`src/adcc_params.svh`:
```
// Constants for the converter control block: widths, counts, encodings.
// Assumes nothing beyond a SystemVerilog compiler with macro support.
`ifndef ADCC_PARAMS_SVH
`define ADCC_PARAMS_SVH

`define ADCC_RES_BITS      12
`define ADCC_CHAN_BITS     4
`define ADCC_NUM_CHAN      14
`define ADCC_ACQ_CYCLES    8
`define ADCC_FMT_RIGHT     1'b1
`define ADCC_REF_INTERNAL  1'b0
`define ADCC_REF_EXTERNAL  1'b1

`endif

```
`src/adcc_pkg.sv`:
```
// Types shared by the converter control block.
// Assumes adcc_params.svh is on the include path.
`include "adcc_params.svh"

package adcc_pkg;

   typedef enum logic [1:0] {
      ADCC_IDLE,
      ADCC_ACQ,
      ADCC_CONV,
      ADCC_STORE
   } adcc_state_type;

   typedef struct packed {
      logic [`ADCC_CHAN_BITS-1:0] pos_chan;
      logic [`ADCC_CHAN_BITS-1:0] neg_chan;
      logic                       differential;
      logic                       ref_sel;
      logic                       right_justify;
   } adcc_cfg_type;

   typedef struct packed {
      logic [7:0] result_high_byte;
      logic [7:0] result_low_byte;
   } adcc_result_type;

endpackage

```
`src/adcc_sar.sv`:
```
// Successive-approximation register for the converter core.
// Assumes the analog comparator answers within one clock of the trial code.
`timescale 1ns/1ps
`include "adcc_params.svh"

module adcc_sar #(
   parameter int WIDTH = `ADCC_RES_BITS
) (
   input  wire logic             i_clk,
   input  wire logic             i_rstn,
   input  wire logic             i_start,
   input  wire logic             i_cmp_high,
   output logic [WIDTH-1:0]      o_trial,
   output logic [WIDTH-1:0]      o_code,
   output logic                  o_done
);

   logic [WIDTH-1:0] trial;
   logic [WIDTH-1:0] bit_mask;
   logic             done;
   logic [WIDTH-1:0] next_trial;
   logic [WIDTH-1:0] next_bit_mask;
   logic             next_done;

   // One bit resolved per step, MSB first
   always_comb begin
      next_trial    = trial;
      next_bit_mask = bit_mask;
      next_done     = 1'b0;
      if (i_start) begin
         next_bit_mask = {1'b1, {(WIDTH-1){1'b0}}};
         next_trial    = {1'b1, {(WIDTH-1){1'b0}}};
      end else if (bit_mask != '0) begin
         if (i_cmp_high) begin
            next_trial = trial & ~bit_mask;
         end
         next_bit_mask = bit_mask >> 1;
         next_trial    = next_trial | (bit_mask >> 1);
         next_done     = (bit_mask[0] == 1'b1);
      end
   end

   always_ff @(posedge i_clk or negedge i_rstn) begin
      if (!i_rstn) begin
         trial    <= '0;
         bit_mask <= '0;
         done     <= 1'b0;
      end else begin
         trial    <= next_trial;
         bit_mask <= next_bit_mask;
         done     <= next_done;
      end
   end

   assign o_trial = trial;
   assign o_code  = trial;
   assign o_done  = done;
endmodule // adcc_sar

```
`src/adcc_ctrl.sv`:
```
// Conversion control: channel mux select, sample/hold, SAR sequencing,
// result pair, completion flag and wake request. No software bus.
// Assumes an analog front end driven by o_mux_* and o_sample_hold and a
// comparator on i_cmp_high that reports input below the trial code.
`timescale 1ns/1ps
`include "adcc_params.svh"

module adcc_ctrl #(
   parameter int ACQ_CYCLES = `ADCC_ACQ_CYCLES
) (
   input  wire logic                       i_clk,
   input  wire logic                       i_rstn,
   input  wire logic                       i_start,
   input  wire adcc_pkg::adcc_cfg_type     i_cfg,
   input  wire logic                       i_cmp_high,
   input  wire logic                       i_flag_clear,
   input  wire logic                       i_irq_enable,
   input  wire logic                       i_global_irq_enable,
   input  wire logic                       i_sleeping,
   output logic [`ADCC_CHAN_BITS-1:0]      o_mux_pos,
   output logic [`ADCC_CHAN_BITS-1:0]      o_mux_neg,
   output logic                            o_mux_diff,
   output logic                            o_ref_external,
   output logic                            o_sample_hold,
   output logic [`ADCC_RES_BITS-1:0]       o_dac_code,
   output logic                            o_busy,
   output adcc_pkg::adcc_result_type       o_result,
   output logic                            o_conversion_done_flag,
   output logic                            o_irq,
   output logic                            o_wake
);

   adcc_pkg::adcc_state_type   state;
   adcc_pkg::adcc_state_type   next_state;
   adcc_pkg::adcc_cfg_type     cfg;
   adcc_pkg::adcc_cfg_type     next_cfg;
   adcc_pkg::adcc_result_type  result;
   adcc_pkg::adcc_result_type  next_result;
   logic [7:0]                 acq_cnt;
   logic [7:0]                 next_acq_cnt;
   logic                       flag;
   logic                       next_flag;
   logic                       sar_start;
   logic [`ADCC_RES_BITS-1:0]  sar_code;
   logic                       sar_done;
   logic [8:0]                 hold_len;
   logic [8:0]                 next_hold_len;

   // Formats the 12-bit code into the result byte pair
   function automatic adcc_pkg::adcc_result_type pack_result(
      input logic [`ADCC_RES_BITS-1:0] code,
      input logic                      right
   );
      adcc_pkg::adcc_result_type r;
      if (right) begin
         r.result_high_byte = {4'h0, code[11:8]};
         r.result_low_byte  = code[7:0];
      end else begin
         r.result_high_byte = code[11:4];
         r.result_low_byte  = {code[3:0], 4'h0};
      end
      return r;
   endfunction

   adcc_sar #(
      .WIDTH (`ADCC_RES_BITS)
   ) u_sar (
      .i_clk      (i_clk),
      .i_rstn     (i_rstn),
      .i_start    (sar_start),
      .i_cmp_high (i_cmp_high),
      .o_trial    (o_dac_code),
      .o_code     (sar_code),
      .o_done     (sar_done)
   );

   always_comb begin
      next_state   = state;
      next_cfg     = cfg;
      next_result  = result;
      next_acq_cnt = acq_cnt;
      sar_start    = 1'b0;
      unique case (state)
         adcc_pkg::ADCC_IDLE: begin
            if (i_start) begin
               // Config frozen for the whole conversion so the mux can't move mid-sample
               next_cfg     = i_cfg;
               next_acq_cnt = 8'(ACQ_CYCLES - 1);
               next_state   = adcc_pkg::ADCC_ACQ;
            end
         end
         adcc_pkg::ADCC_ACQ: begin
            if (acq_cnt == 8'h00) begin
               sar_start  = 1'b1;
               next_state = adcc_pkg::ADCC_CONV;
            end else begin
               next_acq_cnt = acq_cnt - 8'h01;
            end
         end
         adcc_pkg::ADCC_CONV: begin
            if (sar_done) begin
               next_state = adcc_pkg::ADCC_STORE;
            end
         end
         adcc_pkg::ADCC_STORE: begin
            next_result = pack_result(sar_code, cfg.right_justify);
            next_state  = adcc_pkg::ADCC_IDLE;
         end
      endcase
   end

   // Set wins over a simultaneous software clear
   always_comb begin
      next_flag = flag;
      if (i_flag_clear) begin
         next_flag = 1'b0;
      end
      if (state == adcc_pkg::ADCC_STORE) begin
         next_flag = 1'b1;
      end
   end

   always_ff @(posedge i_clk or negedge i_rstn) begin
      if (!i_rstn) begin
         state   <= adcc_pkg::ADCC_IDLE;
         cfg     <= '0;
         result  <= '0;
         acq_cnt <= 8'h00;
         flag    <= 1'b0;
      end else begin
         state   <= next_state;
         cfg     <= next_cfg;
         result  <= next_result;
         acq_cnt <= next_acq_cnt;
         flag    <= next_flag;
      end
   end

   assign o_mux_pos              = cfg.pos_chan;
   assign o_mux_neg              = cfg.neg_chan;
   assign o_mux_diff             = cfg.differential;
   assign o_ref_external         = cfg.ref_sel;
   assign o_sample_hold          = (state == adcc_pkg::ADCC_ACQ);
   assign o_busy                 = (state != adcc_pkg::ADCC_IDLE);
   assign o_result               = result;
   assign o_conversion_done_flag = flag;
   assign o_irq                  = flag & i_irq_enable & i_global_irq_enable;
   // Wake ignores the global enable, by design
   assign o_wake                 = flag & i_irq_enable & i_sleeping;

   // Helper count of acquisition cycles, only read by the window check
   always_comb begin
      next_hold_len = o_sample_hold ? hold_len + 9'h001 : 9'h000;
   end

   always_ff @(posedge i_clk or negedge i_rstn) begin
      if (!i_rstn) begin
         hold_len <= 9'h000;
      end else begin
         hold_len <= next_hold_len;
      end
   end
endmodule // adcc_ctrl

```
`config.mk`:
```
export PLATFORM = sky130hd
export DESIGN_NAME = adcc_ctrl
export DESIGN_NICKNAME = d
export VERILOG_FILES = /design/src/adcc_pkg.sv /design/src/adcc_sar.sv /design/src/adcc_ctrl.sv
export VERILOG_INCLUDE_DIRS = /design/src
export SDC_FILE = /design/constraint.sdc
export NUM_CORES = 1
export LEC_CHECK = 0
export CORE_MARGIN = 1
export CORE_UTILIZATION = 62
export DETAILED_ROUTE_END_ITERATION = 6
export DONT_BUFFER_PORTS = 1
export PLACE_DENSITY_LB_ADDON = 0.12
export SLEW_MARGIN = 20
export SYNTH_ARGS = -nofsm -noshare
export SYNTH_HDL_FRONTEND = slang
export SYNTH_SLANG_ARGS = --single-unit
```
`constraint.sdc`:
```
create_clock -name i_clk -period 2.52 [get_ports i_clk]
set_clock_uncertainty 0.2 [all_clocks]
set_input_delay 0.378 -clock i_clk [delete_from_list [all_inputs] [get_ports i_clk]]
set_output_delay 0.378 -clock i_clk [all_outputs]
set_load 0.005 [all_outputs]
```
==> results.yml <==
floorplan:
  rows: 23
  die_w_um: 67.8
  die_area_mm2: 0.00460
  core-area_mm2: 0.00409
  ioPinCount: 62
  initial_utilization_pct: 65.7
  die_y_um: 67.8
setup_path:
  cp-end-kind: "flip-flop"
  worst_setup_path_start_kind: "flip-flop"
  slowest_delay_ns: 0.42
  r2r-end: "acq_cnt[5]"
  crit_chain: "inv_1 -> ha_1 -> nor4b_4 -> nand3_2 -> inv_2 -> or3_1 -> a21oi_1"
  cp.required_ns: 2.50
  cp_data_arrival_time_ns: 2.10
  crit_fanout: 15
  r2r_cells: 7
  crit_slowest_cell: "dfrtp_1"
  setup.worst_path.class: "reg -> reg"
  reg2reg_slack_ns: 0.41
  rr_startpoint: "state[1]"
outcome:
  outcome: "complete, no violations"
detailed_routing:
  viasPerCell: 5.78
  drtIter0Drc: 85
  wire_per_inst_um: 16.7
  drt-total-wl_um: 5190
  drt_pre_antenna_iters: 4
  postRouteAntennaNets: 0
  dr_total_vias: 1799
  drc: 0
grt:
  grt_pass1_wl_um: 8230
  grt_usage_pct: 25.4
  grt_max_degree: 64
  grt_pass1_vias: 1836
  antenna_found_initial: 0
  grt-ovfl-total: 0
yosys:
  synth_edf_count: 0
  synthesis.area_mm2: 0.00269
  synthCells: 247
  yosysTopAreaCell: "dfrtp_1"
  syn_nets: 271
  ys_types: 29
  synth_top_area_share_pct: 58.7
  yosys_warnings: 0
  ys_ff_latch: 63
  ys.flop_type: "dfrtp_1"
  ys_async_sr_fraction_pct: 100
  synth_seq_area_share_pct: 58.7
  synth_area_per_cell_um2: 10.9
  ys_top_cells_by_area: "dfrtp_1 59%, mux2_2 5.5%, a21oi_1 5.2%"
sta:
  finalHoldViolCount: 0
  fin_crit_ns: 2.11
  min_period_over_period_pct: 83.9
  fin_ws_ns: 0.406
  slew_violations: 0
  setup-tns-final_ns: 0
  max_freq_ghz: 0.473
  setup_viol: 0
  relSlewSlack_pct: 58.4
  tightest_slew_ns: 0.625
  rsz0062_at_grt: "false"
final_layout:
  syn2layout_area_growth_pct: 13.7
  drive_above_1_share_pct: 13.8
  num_antenna_cells: 0
  fin_nets: 280
cts:
  cts_buffers: 9
  cts_max_path_buffers: 2
  cts_root_buffer: "clkbuf_8"
  clock_latency_ns: 0.32
  post-cts-setup-buffers: 0
  path_clk_slew_ns: 0.07
  cts_tree: "yes"
  clock-sinks: 63
  htreeDepth: 3
power:
  ir_drop_v: 0.000631
  p_total_uw: 3340
  powerDensity_mw_per_mm2: 1090
  p_leak_uw: 0.00146
worst_hold_path:
  hold_depth: 2
  hold_class: "in -> reg"
  hold_path_end: "o_conversion_done_flag"
  worstHoldStart: "i_flag_clear"
placed_design:
  pre_cts_ws_ns: 0.437
  place.gp.congestion: 0.766
  dp_hpwl_um: 3540
  io_buffers: 0
job:
  maxCapViolCount: 0
[cell type report]
class	count	area, um2
clock buffers	14	183
clock inverters	2	60.1
fillers	278	1030
inverters	16	60.1
multi-input cells	151	952
flip-flops and latches	63	1580
well taps	50	62.6
repair buffers	15	160
[where the power goes]
group | leakage [uW] | switching, uW | internal, uW | total (uW)
Combinational | 0.000524 | 397 | 369 | 766
Sequential | 0.000811 | 278 | 1270 | 1550
Clock | 0.000123 | 359 | 666 | 1030
Total | 0.00146 | 1030 | 2310 | 3340
[synth_stat cells (all sizes together), types with 5 or more instances]
master,number
a21oi,28
and2,12
buf,10
clkbuf,7
dfrtp,63
ha,5
inv,16
mux2,13
mux2i,10
nand2,19
nand3,7
nor2,27
o21ai,10
[routing by layer]
| layer | vias to the layer above | part of all wire (%) | track usage [%] |
|---|---|---|---|
| li1 | 842 | - | - |
| met1 | 866 | 40 | 28.7 |
| met2 | 83 | 51 | 42.8 |
| met3 | 8 | 7.1 | 7.67 |
| met4 | 0 | 1.4 | 13.8 |
| met5 | - | 0 | 0 |
[critical path, delay by kind of cell, from the launching register on]
kind                       cells  cell delay, ns
and+or+nand+nor                3            0.67
buffers and inverters          2            0.30
AOI/OAI and AO/OA              1            0.06
adders and majority gates      1            0.33
DFF                            1            0.42
[sequential cells by signal, summed over array words and instances, names as in the netlist]
name                    count
o_ref_external              1
u_sar.o_done                1
u_sar.o_code               12
o_mux_diff                  1
state                       2
acq_cnt                     8
u_sar.bit_mask             12
o_mux_pos                   4
o_result                   16
o_conversion_done_flag      1
cfg                         1
o_mux_neg                   4
[layout by cell type (no fill, tap or decap)]
master,instances
a211o_1,1
nor3_2,1
nor4b_4,1
or3_1,2
nand2_1,19
mux2_2,13
buf_16,1
a21oi_1,28
dlygate4sd3_1,11
nand3b_1,4
clkbuf_8,13
ha_1,5
bufinv_16,2
a2bb2oi_1,1
and3_1,3
o22ai_1,1
clkbuf_1,1
o21ai_0,10
or4_1,1
nor2_1,27
mux2i_1,10
nand3_1,6
a211oi_1,1
buf_4,3
inv_2,1
a21o_1,1
nand4b_1,2
nand4_1,1
dfrtp_1,63
inv_1,15
and2_1,12
nand3_2,1
[per-stage QoR]
step	area, um2	std cells	hold WS (ns)	util (%)
3_3_place_gp	2670	283	-0.116	65.4
2_1_floorplan	2690	247	-0.118	-
6_report	3050	311	0.0125	74.7
5_1_grt	3050	311	0.00627	74.7
4_1_cts	3050	311	0.00259	74.7
3_5_place_dp	2670	283	-0.117	65.4
[worst max path at each step]
stage / from / to / slack (ns) / depth (start not counted)
after floorplan: state[1] / acq_cnt[3] / 0.65 / 7
after global placement: state[1] / acq_cnt[3] / 0.57 / 7
after detailed placement: state[1] / acq_cnt[3] / 0.44 / 7
after CTS: state[1] / acq_cnt[5] / 0.41 / 7
after global routing: state[1] / acq_cnt[5] / 0.25 / 7
final: state[1] / acq_cnt[5] / 0.41 / 7
[cell families (layout without fill, tap and decap cells)]
kind of cell | count (synthesis) | after routing | share of synthesized area [%]
AND/OR/NAND/NOR | 80 | 80 | 15.4
adder cells (fa/ha/maj) | 5 | 5 | 2.33
multiplexers | 23 | 23 | 9.18
flip-flops | 63 | 63 | 58.7
buffers and inverters | 33 | 47 | 5.82
AO/OA/AOI/OAI | 43 | 43 | 8.53
[timing repair]
action / CTS / global route
hold buffers: 12 / 0
endpoints found under the hold margin: 73 / 0
gates resized for setup: 0 / 0
Note: power is estimated with default switching activity, not from simulation.
